[src/lo_cal_pkg.sv]
// Purpose: Constants for the LO buffer and synthesizer calibration registers
// Assumes: APB with 32-bit data; register index times four is the byte address
// Notes:   Calibration times are counted in reference periods, one per pclk
`default_nettype none
package lo_cal_pkg;

  // ----------------------------------------
  // Register indices and addresses
  // ----------------------------------------
  localparam logic [7:0] IDX_SWING  = 8'h18;
  localparam logic [7:0] IDX_BIAS   = 8'h19;
  localparam logic [7:0] IDX_BW     = 8'h1A;
  localparam logic [7:0] IDX_TUNE   = 8'h1B;
  localparam logic [7:0] IDX_SETUP  = 8'h30;
  localparam logic [7:0] IDX_STATUS = 8'h31;

  function automatic logic [9:0] byte_addr(input logic [7:0] idx);
    byte_addr = {idx, 2'b00};
  endfunction

  // ----------------------------------------
  // Reset values
  // ----------------------------------------
  localparam logic [7:0] SWING_RST = 8'hE1;  // 3,4,1
  localparam logic [7:0] BIAS_RST  = 8'h65;  // 1,4,5
  localparam logic [7:0] BW_RST    = 8'h86;
  localparam logic [7:0] TUNE_RST  = 8'h05;
  localparam logic [1:0] SETUP_RST = 2'h0;

  // ----------------------------------------
  // Field positions
  // ----------------------------------------
  localparam int TUNE_START_BIT = 7;
  localparam int TUNE_DUAL_BIT  = 6;
  localparam int TUNE_WAIT_LSB  = 4;
  localparam int TUNE_RSVD_BIT  = 3;
  localparam int SETUP_BAND_BIT = 0;
  localparam int SETUP_FSEL_BIT = 1;

  // ----------------------------------------
  // Calibration durations, reference periods
  // ----------------------------------------
  localparam int unsigned CAL_T0 = 90000;
  localparam int unsigned CAL_T1 = 110000;
  localparam int unsigned CAL_T2 = 130000;
  localparam int unsigned CAL_T3 = 200000;
  localparam int CNT_W = 18;

  typedef enum logic {CAL_IDLE, CAL_RUN} cal_state_e;

endpackage
`default_nettype wire

[src/lo_cal_regs.sv]
// Purpose: LO buffer, loop bandwidth and calibration sequencer registers
// Assumes: APB slave, one wait state per access, reference clock is pclk
// Notes:   Calibration result is modelled as the latched DAC start value
//
// Functional notes
// - Rising write of start bit launches calibration; zero means inactive.
// - Dual bit clear stores in selected set; set stores in both.
// - Wait code 0..3 picks 90000, 110000, 130000, 200000 periods.
// - Prescaler swing field bits 7:6 resets to 3.
// - Receive buffer swing field bits 5:3 resets to 4.
// - Transmit buffer swing field bits 2:0 resets to 1.
// - Prescaler current field bits 7:6 resets to 1.
// - Receive buffer current field bits 5:3 resets to 4.
// - Transmit buffer current field bits 2:0 resets to 5.
// - Loop bandwidth scale resets to 134; software loads computed value.
// - Band choice bit picks low band at 0, high band at 1.
// - Tuning control low three bits hold DAC start, reset 5.
`timescale 1ns/10ps
`default_nettype none
module lo_cal_regs
  import lo_cal_pkg::*;
#(
  parameter int unsigned CAL_WAIT0 = CAL_T0,
  parameter int unsigned CAL_WAIT1 = CAL_T1,
  parameter int unsigned CAL_WAIT2 = CAL_T2,
  parameter int unsigned CAL_WAIT3 = CAL_T3
) (
  input  wire logic        pclk,
  input  wire logic        presetn,
  input  wire logic        psel,
  input  wire logic        penable,
  input  wire logic        pwrite,
  input  wire logic [9:0]  paddr,
  input  wire logic [31:0] pwdata,
  output var  logic [31:0] prdata,
  output var  logic        pready,
  output var  logic        pslverr,
  output var  logic [7:0]  swing_cfg,
  output var  logic [7:0]  bias_cfg,
  output var  logic [7:0]  bw_scale,
  output var  logic        band_choice,
  output var  logic        cal_busy,
  output var  logic [2:0]  result_a,
  output var  logic [2:0]  result_b
);

  // ----------------------------------------
  // Bus decode
  // ----------------------------------------
  logic [7:0]  swing_r;
  logic [7:0]  bias_r;
  logic [7:0]  bw_r;
  logic [7:0]  tune_r;
  logic [1:0]  setup_r;
  logic        pready_r;
  logic [31:0] prdata_r;
  logic        pslverr_r;
  cal_state_e  state_r;
  logic [CNT_W-1:0] cnt_r;
  logic        dual_r;
  logic        fsel_r;
  logic [2:0]  dac_r;
  logic [2:0]  res_a_r;
  logic [2:0]  res_b_r;

  wire access    = psel & penable;
  wire commit    = access & pready_r;
  wire wr        = commit & pwrite;
  wire sel_swing = paddr == byte_addr(IDX_SWING);
  wire sel_bias  = paddr == byte_addr(IDX_BIAS);
  wire sel_bw    = paddr == byte_addr(IDX_BW);
  wire sel_tune  = paddr == byte_addr(IDX_TUNE);
  wire sel_setup = paddr == byte_addr(IDX_SETUP);
  wire sel_stat  = paddr == byte_addr(IDX_STATUS);
  wire mapped    = sel_swing | sel_bias | sel_bw | sel_tune | sel_setup | sel_stat;
  // Status is read only; writes there are refused
  wire bad       = ~mapped | (pwrite & sel_stat);

  wire [7:0] stat_val = {1'b0, res_b_r, res_a_r, state_r == CAL_RUN};
  wire [7:0] rd_val =
    sel_swing ? swing_r :
    sel_bias  ? bias_r  :
    sel_bw    ? bw_r    :
    sel_tune  ? tune_r  :
    sel_setup ? {6'h00, setup_r} :
    sel_stat  ? stat_val : 8'h00;

  // ----------------------------------------
  // Calibration control
  // ----------------------------------------
  wire wr_tune  = wr & sel_tune;
  // Only a 0 to 1 step of the stored bit starts a run
  // Gated by idle so a 0, 1 rewrite mid-run cannot reload count or DAC start
  wire cal_go   = wr_tune & pwdata[TUNE_START_BIT] & ~tune_r[TUNE_START_BIT] & (state_r == CAL_IDLE);
  wire [1:0] wait_sel = pwdata[TUNE_WAIT_LSB+1:TUNE_WAIT_LSB];
  wire [CNT_W-1:0] wait_cnt =
    wait_sel == 2'h0 ? CNT_W'(CAL_WAIT0 - 1) :
    wait_sel == 2'h1 ? CNT_W'(CAL_WAIT1 - 1) :
    wait_sel == 2'h2 ? CNT_W'(CAL_WAIT2 - 1) :
                       CNT_W'(CAL_WAIT3 - 1);
  wire cal_done = (state_r == CAL_RUN) & (cnt_r == '0);
  wire store_a  = cal_done & (dual_r | ~fsel_r);
  wire store_b  = cal_done & (dual_r | fsel_r);

  // ----------------------------------------
  // APB answer
  // ----------------------------------------
  // One wait state keeps read data and error straight from flops
  always_ff @(posedge pclk or negedge presetn) begin
    if (!presetn) begin
      pready_r  <= 1'b0;
      prdata_r  <= 32'h0000_0000;
      pslverr_r <= 1'b0;
    end else begin
      pready_r  <= access & ~pready_r;
      pslverr_r <= access & ~pready_r & bad;
      if (access & ~pready_r & ~pwrite) begin
        prdata_r <= {24'h000000, rd_val};
      end
    end
  end

  // ----------------------------------------
  // Configuration registers
  // ----------------------------------------
  always_ff @(posedge pclk or negedge presetn) begin
    if (!presetn) begin
      swing_r <= SWING_RST;
      bias_r  <= BIAS_RST;
      bw_r    <= BW_RST;
      tune_r  <= TUNE_RST;
      setup_r <= SETUP_RST;
    end else begin
      if (wr & sel_swing) begin
        swing_r <= pwdata[7:0];
      end
      if (wr & sel_bias) begin
        bias_r <= pwdata[7:0];
      end
      if (wr & sel_bw) begin
        bw_r <= pwdata[7:0];
      end
      if (wr_tune) begin
        // Reserved bit held at zero
        tune_r <= pwdata[7:0] & ~(8'h01 << TUNE_RSVD_BIT);
      end
      if (wr & sel_setup) begin
        setup_r <= pwdata[1:0];
      end
    end
  end

  // ----------------------------------------
  // Calibration sequencer
  // ----------------------------------------
  // A new start during a run is ignored; the bit must fall first anyway
  always_ff @(posedge pclk or negedge presetn) begin
    if (!presetn) begin
      state_r <= CAL_IDLE;
      cnt_r   <= '0;
      dual_r  <= 1'b0;
      fsel_r  <= 1'b0;
      dac_r   <= 3'h0;
      res_a_r <= 3'h0;
      res_b_r <= 3'h0;
    end else begin
      unique case (state_r)
        CAL_IDLE: begin
          if (cal_go) begin
            state_r <= CAL_RUN;
            cnt_r   <= wait_cnt;
            dual_r  <= pwdata[TUNE_DUAL_BIT];
            fsel_r  <= setup_r[SETUP_FSEL_BIT];
            dac_r   <= pwdata[2:0];
          end
        end
        CAL_RUN: begin
          if (cal_done) begin
            state_r <= CAL_IDLE;
          end else begin
            cnt_r <= cnt_r - 1'b1;
          end
        end
      endcase
      if (store_a) begin
        res_a_r <= dac_r;
      end
      if (store_b) begin
        res_b_r <= dac_r;
      end
    end
  end

  // ----------------------------------------
  // Outputs
  // ----------------------------------------
  assign prdata      = prdata_r;
  assign pready      = pready_r;
  assign pslverr     = pslverr_r;
  assign swing_cfg   = swing_r;
  assign bias_cfg    = bias_r;
  assign bw_scale    = bw_r;
  assign band_choice = setup_r[SETUP_BAND_BIT];
  assign cal_busy    = state_r == CAL_RUN;
  assign result_a    = res_a_r;
  assign result_b    = res_b_r;
endmodule
`default_nettype wire

[config.mk]
export PLATFORM = sky130hd
export DESIGN_NAME = lo_cal_regs
export DESIGN_NICKNAME = d
export VERILOG_FILES = /design/src/lo_cal_pkg.sv /design/src/lo_cal_regs.sv
export SDC_FILE = /design/constraint.sdc
export NUM_CORES = 1
export LEC_CHECK = 0
export BUFFER_PORTS_ARGS = -buffer_cell sky130_fd_sc_hd__buf_2
export CAP_MARGIN = 20
export CORE_UTILIZATION = 35
export CTS_CLUSTER_DIAMETER = 50
export DETAILED_ROUTE_END_ITERATION = 8
export PLACE_DENSITY = 0.54
export SYNTH_ARGS = -nofsm -noshare
export SYNTH_HDL_FRONTEND = slang
export SYNTH_SLANG_ARGS = --single-unit
[constraint.sdc]
create_clock -name pclk -period 2.3 [get_ports pclk]
set_input_delay 0.46 -clock pclk [delete_from_list [all_inputs] [get_ports pclk]]
set_output_delay 0.46 -clock pclk [all_outputs]
set_load 0.02 [all_outputs]
==> impl_metrics.ini, run 1 <==
[run_status]
status = complete, no violations

[logic_synthesis]
yosysTopAreaCellShare = 0.3716
yosys.area.top_type = dfrtp_1
synth_seq_cells = 73
syn_inst = 388
postSynthAreaPerCell_um2 = 10.41
synth.cell_area_um2 = 4040
synth.area.top_cells = dfrtp_1 (37%), mux2_2 (11%), dfstp_2 (8.5%), buf_4 (4.5%), nand2_1 (3.3%)
yosys.cell_types.count = 69
async_flop_share = 1.000
synth_most_common_cell = dfrtp_1
yosys-top-cells-count = dfrtp_1 (60), mux2_2 (41), nand2_1 (36)
synth_warnings = 0
synth_edf_count = 0
yosysSeqAreaShare = 0.4562
synthFlopType = dfrtp_1

[drt]
first_pass_iters = 5
wl_um = 10480
drt_iter0_drc = 184
post-route-drc-count = 0
viasPerCell = 5.369
antenna_left = 0
vias = 3291
wire_per_inst_um = 17.09

[pwr]
leakagePower_nw = 2.352
vdd_ir_drop_max_v = 0.0003749
powerDensity_nw_per_um2 = 637.2
power_w = 0.003117

[global_routing]
first_global_vias = 3184
track_usage = 0.1887
gr-total-overflow = 0
grt_max_degree = 44
antenna_found_initial = 0
grt_pass1_wl_um = 16830

[setup_path]
critPathMaxFanout = 8
crit_arrival_ps = 2400
crit_required_ps = 2530
cp_top_family = simple AND/OR/NAND/NOR gates
critPathBufInv = 1
cpPeakStageDelay_ps = 480
critical_path_class = reg -> reg
end_kind = register
critical_path_depth = 6
cp_slowest_cell = or3_1
path_cells = or3_1 -> or3_1 -> o21a_4 -> nor2_4 -> inv_2 -> o221a_2
r2r_cells = 6
timing.critical_path.mode_cell = or3_1
start_kind = register

[timing]
hold_viol = 0
setup_tns_ps = 0
rsz0062_at_grt = false
period_share = 0.9455
worst-slew-pin-transition_ps = 496.5
period_minus_slack_ps = 2175
setup_ws_ps = 125.2
slew_headroom = 0.6682
setup_viol_count_final = 0
maxSlewViolCount = 0
max_freq_mhz = 459.8
clock-skew-final_ps = 10.17

[clock_network]
ctsHoldBuffers = 0
tritoncts = yes
cts_buffer_depth = 2
clock_latency_ps = 340
root_buffer = clkbuf_16
cts.sinks = 73
clk_pin_slew_worst_paths_ps = 60
h-tree-depth = 3
cts_buffers = 9
ctsResizeCount = 0
cts_setup_buffers = 0

[place]
gp_congestion = 0.8805
io_buffers = 64
dp_slack_ps = 133.4
place_area_um2 = 4572
dp_hpwl_um = 7623

[die]
die_area_um2 = 11980
io_pins = 113
start_util = 0.3663
die_y_um = 109.4
die_x_um = 109.4
fp.coreArea_um2 = 11030
rows = 38

[layout]
antenna_cells = 0
stdcell_area_um2 = 4891
multi_input_area_um2 = 1983
fillers = 1101
area_delta_synth_final_pct = 21.06
seq_area_um2 = 1843
drive_above_1_share = 0.3636
num-nets-final = 521

[hold_path]
min_path_type = in -> async

[job]
drv_cap = 0
cells in the final DEF (no fill, tap or decap), types with 3 or more instances in the layout:
cell / n
dfrtp_1: 60
or3_1: 3
clkbuf_16: 9
buf_4: 21
o21ai_0: 18
buf_2: 63
nor3_1: 8
a211oi_1: 4
dfstp_2: 13
nand3_1: 9
nor2b_1: 5
conb_1: 24
buf_12: 3
nand2b_1: 5
inv_1: 9
nor3b_1: 3
o2bb2ai_1: 4
and3_1: 7
nor4_1: 8
nand2_1: 36
mux2i_1: 5
nor2_1: 26
mux2_2: 41
a221oi_1: 4
ha_1: 6
a31oi_1: 6
a21oi_1: 14
state kept, by name, summed over array words and instances, names as in the netlist, 2 cells and up:
signal,flops
cnt_r,18
swing_cfg,8
dac_r,3
result_a,3
setup_r,2
bias_cfg,8
tune_r,7
prdata,8
bw_scale,8
result_b,3
area by class of cell:
class                   count  area share
clock inverters             6     0.01842
flip-flops and latches     73      0.3768
repair buffers             87      0.1090
clock buffers              10     0.04682
inverters                  10    0.007675
well taps                 140     0.03581
multi-input cells         287      0.4055
path summary, 6_finish.rpt:
kind	to	slack (ps)	from
worst max-delay path	cnt_r[4]$_DFFE_PN0P_	130	cnt_r[14]$_DFFE_PN0P_
worst min-delay path	dual_r$_DFFE_PN0P_	60	presetn
worst max register to register	cnt_r[4]$_DFFE_PN0P_	130	cnt_r[14]$_DFFE_PN0P_
worst min register to register	prdata[7]$_DFFE_PN0P_	460	prdata[7]$_DFFE_PN0P_
max in group asynchronous	bw_scale[7]$_DFFE_PN1P_	1580	presetn
min in group pclk	bias_cfg[3]$_DFFE_PN0P_	380	pwdata[3]
cells by family (layout without fill, tap and decap cells):
group	Yosys count	after routing	synth area share
AOI/OAI and AO/OA	78	78	0.1400
xor gates and xnor gates	2	2	0.004336
adders and majority gates	6	6	0.01858
buffers and inverters	51	113	0.07432
DFF	73	73	0.4562
muxes	47	47	0.1322
other	1	24	0.0009282
and+or+nand+nor	130	130	0.1734
per-layer routing:
| metal | up-vias | GRT usage | routed length (um) | part of all wire |
|---|---|---|---|---|
| met5 | - | 0 | 0 | 0 |
| met2 | 111 | 0.2911 | 4963 | 0.47 |
| li1 | 1540 | - | - | - |
| met4 | 0 | 0.06000 | 121 | 0.012 |
| met3 | 8 | 0.04386 | 577 | 0.055 |
| met1 | 1632 | 0.2615 | 4816 | 0.46 |
stage by stage:
| step | std cells | util | hold WS (ps) |
|---|---|---|---|
| 4_1_cts | 613 | 0.4434 | 76.85 |
| 3_5_place_dp | 597 | 0.4145 | 440.7 |
| 3_3_place_gp | 597 | 0.4145 | 438.0 |
| 2_1_floorplan | 411 | - | 164.4 |
| 6_report | 613 | 0.4434 | 62.23 |
| 5_1_grt | 613 | 0.4434 | 95.12 |
power by group:
group          switching [W]  total (W)  internal (W)
clock network       0.000567    0.00152      0.000954
registers          0.0000198    0.00133       0.00131
logic               0.000183   0.000263     0.0000797
total               0.000770    0.00312       0.00235
worst register-to-register path, cell delays in order, from the launching register on:
cell	delay [ps]
dfrtp_1	410
or3_1	400
or3_1	490
o21a_4	320
nor2_4	120
inv_2	90
o221a_2	250
Power figures use the tool's default switching activity.
==> inputs of run 2 (changes only) <==
--- a/config.mk
+++ b/config.mk
@@ -11,6 +11,7 @@
 export CTS_CLUSTER_DIAMETER = 50
 export DETAILED_ROUTE_END_ITERATION = 8
 export PLACE_DENSITY = 0.54
+export RECOVER_POWER = 50
 export SYNTH_ARGS = -nofsm -noshare
 export SYNTH_HDL_FRONTEND = slang
 export SYNTH_SLANG_ARGS = --single-unit
==> impl_metrics.ini, run 2 (synthesized netlist as in run 1, its figures left out) <==
[run_status]
status = finished, violations left
violations = capacitance limit, slew limit

[layout]
largest_reg_flops = 18
drive_above_1_share = 0.3235
fillers = 1104
layout_common_cells = dfrtp_1 (60), buf_2 (45), mux2_2 (41), nand2_1 (36), nor2_1 (26)
antenna_cells = 0
area_delta_synth_final_pct = 20.41
largest-register = cnt_r
layout_commonest_cell = dfrtp_1
finish.utilization = 0.4410
num-nets-final = 521

[drt]
antenna_left = 0
post-route-drc-count = 0
viasPerCell = 5.338
vias = 3272
wl_um = 10490
first_pass_iters = 4
drt_iter0_drc = 190
wire_per_inst_um = 17.11

[timing]
max_freq_mhz = 459.5
maxSlewViolCount = 31
clock-skew-final_ps = 9.966
hold_viol = 0
setup_tns_ps = 0
rsz0062_at_grt = false
period_minus_slack_ps = 2176
timing.hold.ws_ps = 379.0
period_share = 0.9462
setup_ws_ps = 123.7
setup_viol_count_final = 0
worst-slew-pin-transition_ps = 1818
slew_headroom = -0.2123

[clock_network]
tritoncts = yes
cts_buffer_depth = 2
root_buffer = clkbuf_16
ctsHoldBuffers = 0
clk_pin_slew_worst_paths_ps = 60
ctsResizeCount = 0
cts_buffers = 9
clock_latency_ps = 340
h-tree-depth = 3
cts.sinks = 73
cts_setup_buffers = 0

[die]
fp.coreArea_um2 = 11030
io_pins = 113
die_y_um = 109.4
rows = 38
die_x_um = 109.4
die_area_um2 = 11980
start_util = 0.3663

[setup_path]
crit_arrival_ps = 2410
timing.critical_path.mode_cell = or3_1
critical_path_class = reg -> reg
r2r_slack_ps = 120
r2r_cells = 6
critPathMaxFanout = 8
cp_slowest_cell = or3_1
end_kind = register
r2r-end = cnt_r[4]$_DFFE_PN0P_
timing.rr.start = cnt_r[14]$_DFFE_PN0P_
crit_required_ps = 2530
cpPeakStageDelay_ps = 490
start_kind = register
critPathBufInv = 1
cp_top_family = simple AND/OR/NAND/NOR gates
path_cells = or3_1 -> or3_1 -> o21a_4 -> nor2_4 -> inv_2 -> o221a_2

[global_routing]
gr-total-overflow = 0
grt_max_degree = 44
antenna_found_initial = 0
grt_pass1_wl_um = 16830
track_usage = 0.1887
first_global_vias = 3184

[job]
drv_cap = 1

[pwr]
vdd_ir_drop_max_v = 0.0003752
leakagePower_nw = 2.278
power_w = 0.003112
powerDensity_nw_per_um2 = 639.8

[hold_path]
min-delay-start = pwdata[3]
holdPathStages = 2
min_path_type = in -> reg
holdPathEnd = bw_scale[3]$_DFFE_PN0P_

[place]
dp_hpwl_um = 7623
gp_congestion = 0.8805
dp_slack_ps = 133.4
io_buffers = 64
[run 2: stage by stage]
stage | instances | cell area [um2]
global placement | 597 | 4572
detailed placement | 597 | 4572
finish | 613 | 4865
CTS | 613 | 4891
floorplan | 411 | 4126
global route | 613 | 4865
[run 2: report_power, final]
part | total [W] | switching (W) | internal, W
clock network | 0.00152 | 0.000568 | 0.000954
logic | 0.000256 | 0.000183 | 0.0000731
registers | 0.00133 | 0.0000206 | 0.00131
[run 2: layout make-up]
class | instances | area, um2 | area share
clock buffer | 10 | 229.0 | 0.04707
sequential | 73 | 1843 | 0.3789
timing repair buffer | 87 | 506.7 | 0.1042
multi-input combinational | 287 | 1983 | 0.4077
clock inverter | 6 | 90.09 | 0.01852
tap | 140 | 175.2 | 0.03601
inverter | 10 | 37.54 | 0.007716
[run 2: worst register-to-register path, cell delays in order, from the launching register on]
cell     delay (ps)
dfrtp_1         400
or3_1           400
or3_1           490
o21a_4          320
nor2_4          120
inv_2            90
o221a_2         250
[run 2: how the worst max path moves through the flow]
stage	from	to	slack [ps]	depth (start not counted)
floorplan	cnt_r[0]$_DFFE_PN0P_	cnt_r[16]$_DFFE_PN0P_	210	7
global placement	cnt_r[14]$_DFFE_PN0P_	cnt_r[4]$_DFFE_PN0P_	140	6
detailed placement	paddr[9]	bias_cfg[3]$_DFFE_PN0P_	130	7
CTS	cnt_r[14]$_DFFE_PN0P_	cnt_r[4]$_DFFE_PN0P_	120	6
global route	cnt_r[14]$_DFFE_PN0P_	result_b[2]$_DFFE_PN0P_	30	5
finish	cnt_r[14]$_DFFE_PN0P_	cnt_r[4]$_DFFE_PN0P_	120	6
[run 2: metal layers]
layer  part of all wire  GRT usage
met1               0.47     0.2615
met4              0.013    0.06000
met2               0.47     0.2911
met3              0.051    0.04386
met5                  0          0
==> inputs of run 3 (changes only) <==
--- a/config.mk
+++ b/config.mk
@@ -5,12 +5,14 @@
 export SDC_FILE = /design/constraint.sdc
 export NUM_CORES = 1
 export LEC_CHECK = 0
+export ABC_CLOCK_PERIOD_IN_PS = 2300
 export BUFFER_PORTS_ARGS = -buffer_cell sky130_fd_sc_hd__buf_2
 export CAP_MARGIN = 20
-export CORE_UTILIZATION = 35
+export CORE_MARGIN = 10
+export CORE_UTILIZATION = 53
 export CTS_CLUSTER_DIAMETER = 50
 export DETAILED_ROUTE_END_ITERATION = 8
-export PLACE_DENSITY = 0.54
+export PLACE_DENSITY = 0.78
 export RECOVER_POWER = 50
 export SYNTH_ARGS = -nofsm -noshare
 export SYNTH_HDL_FRONTEND = slang
==> impl_metrics.ini, run 3 (synthesized netlist as in run 1, its figures left out) <==
[setup_path]
timing.rr.start = cnt_r[1]$_DFFE_PN0P_
r2r_cells = 7
critPathBufInv = 2
cp_top_family = simple AND/OR/NAND/NOR gates
critical_path_class = reg -> reg
r2r-end = result_b[2]$_DFFE_PN0P_
crit_arrival_ps = 2410
cp_slowest_cell = dfrtp_1
end_kind = register
critPathMaxFanout = 4
critPathLaunch = cnt_r[1]$_DFFE_PN0P_
crit_required_ps = 2540
r2r_slack_ps = 130
path_cells = inv_1 -> ha_1 -> nor4b_2 -> nand4_1 -> nor3_1 -> buf_4 -> mux2_2
cpPeakStageDelay_ps = 400
start_kind = register

[layout]
final_cells = 585
antenna_cells = 0
layout_common_cells = dfrtp_1 (60), buf_2 (45), mux2_2 (41), nand2_1 (36), buf_4 (31)
area_delta_synth_final_pct = 18.46
largest_reg_flops = 18
largest-register = cnt_r
finish.utilization = 0.6528
fillers = 594
drive_above_1_share = 0.3416
layout_commonest_cell = dfrtp_1
num-nets-final = 534

[pwr]
vdd_ir_drop_max_v = 0.0003199
leakagePower_nw = 2.272
powerDensity_nw_per_um2 = 547.0
power_w = 0.002618

[timing]
worst-slew-pin-transition_ps = 1789
slew_headroom = -0.1929
period_minus_slack_ps = 2174
setup_viol_count_final = 0
maxSlewViolCount = 74
setup_tns_ps = 0
period_share = 0.9450
timing.hold.ws_ps = 357.5
clock-skew-final_ps = 10.46
max_freq_mhz = 460.1
hold_viol = 0
rsz0062_at_grt = false

[hold_path]
holdPathEnd = swing_cfg[3]$_DFFE_PN0P_
min_path_type = in -> reg
holdPathStages = 2
min-delay-start = pwdata[3]

[place]
gp_congestion = 0.8843
dp_hpwl_um = 7989
io_buffers = 64
dp_cells = 569

[clock_network]
tritoncts = yes
ctsResizeCount = 0
cts_buffer_depth = 2
cts_setup_buffers = 0
ctsHoldBuffers = 0
cts.sinks = 73
h-tree-depth = 3
cts_buffers = 9
clk_pin_slew_worst_paths_ps = 80
root_buffer = clkbuf_8
clock_latency_ps = 350

[die]
fp.coreArea_um2 = 7331
io_pins = 113
die_area_um2 = 11520
die_y_um = 107.3
rows = 31
die_x_um = 107.3
start_util = 0.5511

[global_routing]
gr-total-overflow = 0
grt_pass1_wl_um = 17860
first_global_vias = 3504
grt_max_degree = 74
track_usage = 0.1912
antenna_found_initial = 0

[drt]
vias = 3470
viasPerCell = 5.932
first_pass_iters = 5
wl_um = 11100
drt_iter0_drc = 290
post-route-drc-count = 0
antenna_left = 0
wire_per_inst_um = 18.98

[run_status]
violations = capacitance limit, slew limit
status = finished, violations left

[job]
drv_cap = 1
[run 3: changes by cell type in the layout (fill, tap and decap cells not counted)]
cell,previous run,this run
clkinvlp_4,1,2
bufinv_16,2,1
clkbuf_2,0,1
inv_6,1,2
buf_4,20,31
clkbuf_16,9,0
clkbuf_8,0,9
[run 3: layout make-up]
cell class / instances / area, um2 / share of cell area
clock buffers: 9 / 123.9 / 0.02588
clock inverters: 7 / 76.32 / 0.01595
inverters: 10 / 37.54 / 0.007843
multi-input cells: 287 / 1983 / 0.4144
flip-flops and latches: 73 / 1843 / 0.3851
well taps: 99 / 123.9 / 0.02588
repair buffers: 100 / 598.1 / 0.1250
[run 3: worst max path at each step]
stage / end / slack (ps) / depth (start not counted)
6_report: result_b[2]$_DFFE_PN0P_ / 130 / 7
5_1_grt: cnt_r[5]$_DFFE_PN0P_ / 60 / 6
4_1_cts: cnt_r[4]$_DFFE_PN0P_ / 150 / 6
3_5_place_dp: cnt_r[13]$_DFFE_PN0P_ / 110 / 9
3_3_place_gp: cnt_r[13]$_DFFE_PN0P_ / 120 / 9
2_1_floorplan: cnt_r[16]$_DFFE_PN0P_ / 210 / 7
[run 3: per-layer routing]
| layer | up-vias | track usage | wire (um) | share of wire |
|---|---|---|---|---|
| li1 | 1564 | - | - | - |
| met1 | 1733 | 0.2403 | 4635 | 0.42 |
| met2 | 157 | 0.3098 | 5298 | 0.48 |
| met3 | 16 | 0.04012 | 962 | 0.087 |
| met4 | 0 | 0.08414 | 207 | 0.019 |
| met5 | - | 0 | 0 | 0 |
[run 3: power by group]
| part | internal, W | leakage, nW | switching [W] | total (W) |
|---|---|---|---|---|
| logic | 0.0000720 | 1.26 | 0.000188 | 0.000260 |
| clock network | 0.000508 | 0.0962 | 0.000519 | 0.00103 |
| registers | 0.00131 | 0.919 | 0.0000201 | 0.00133 |
| total | 0.00189 | 2.27 | 0.000727 | 0.00262 |
[run 3: metrics by stage]
step	cell area, um2	worst slack [ps]
after floorplan	4126	212.0
after global placement	4628	115.4
after detailed placement	4628	110.7
after CTS	4828	145.9
after global routing	4786	64.21
final	4786	126.5
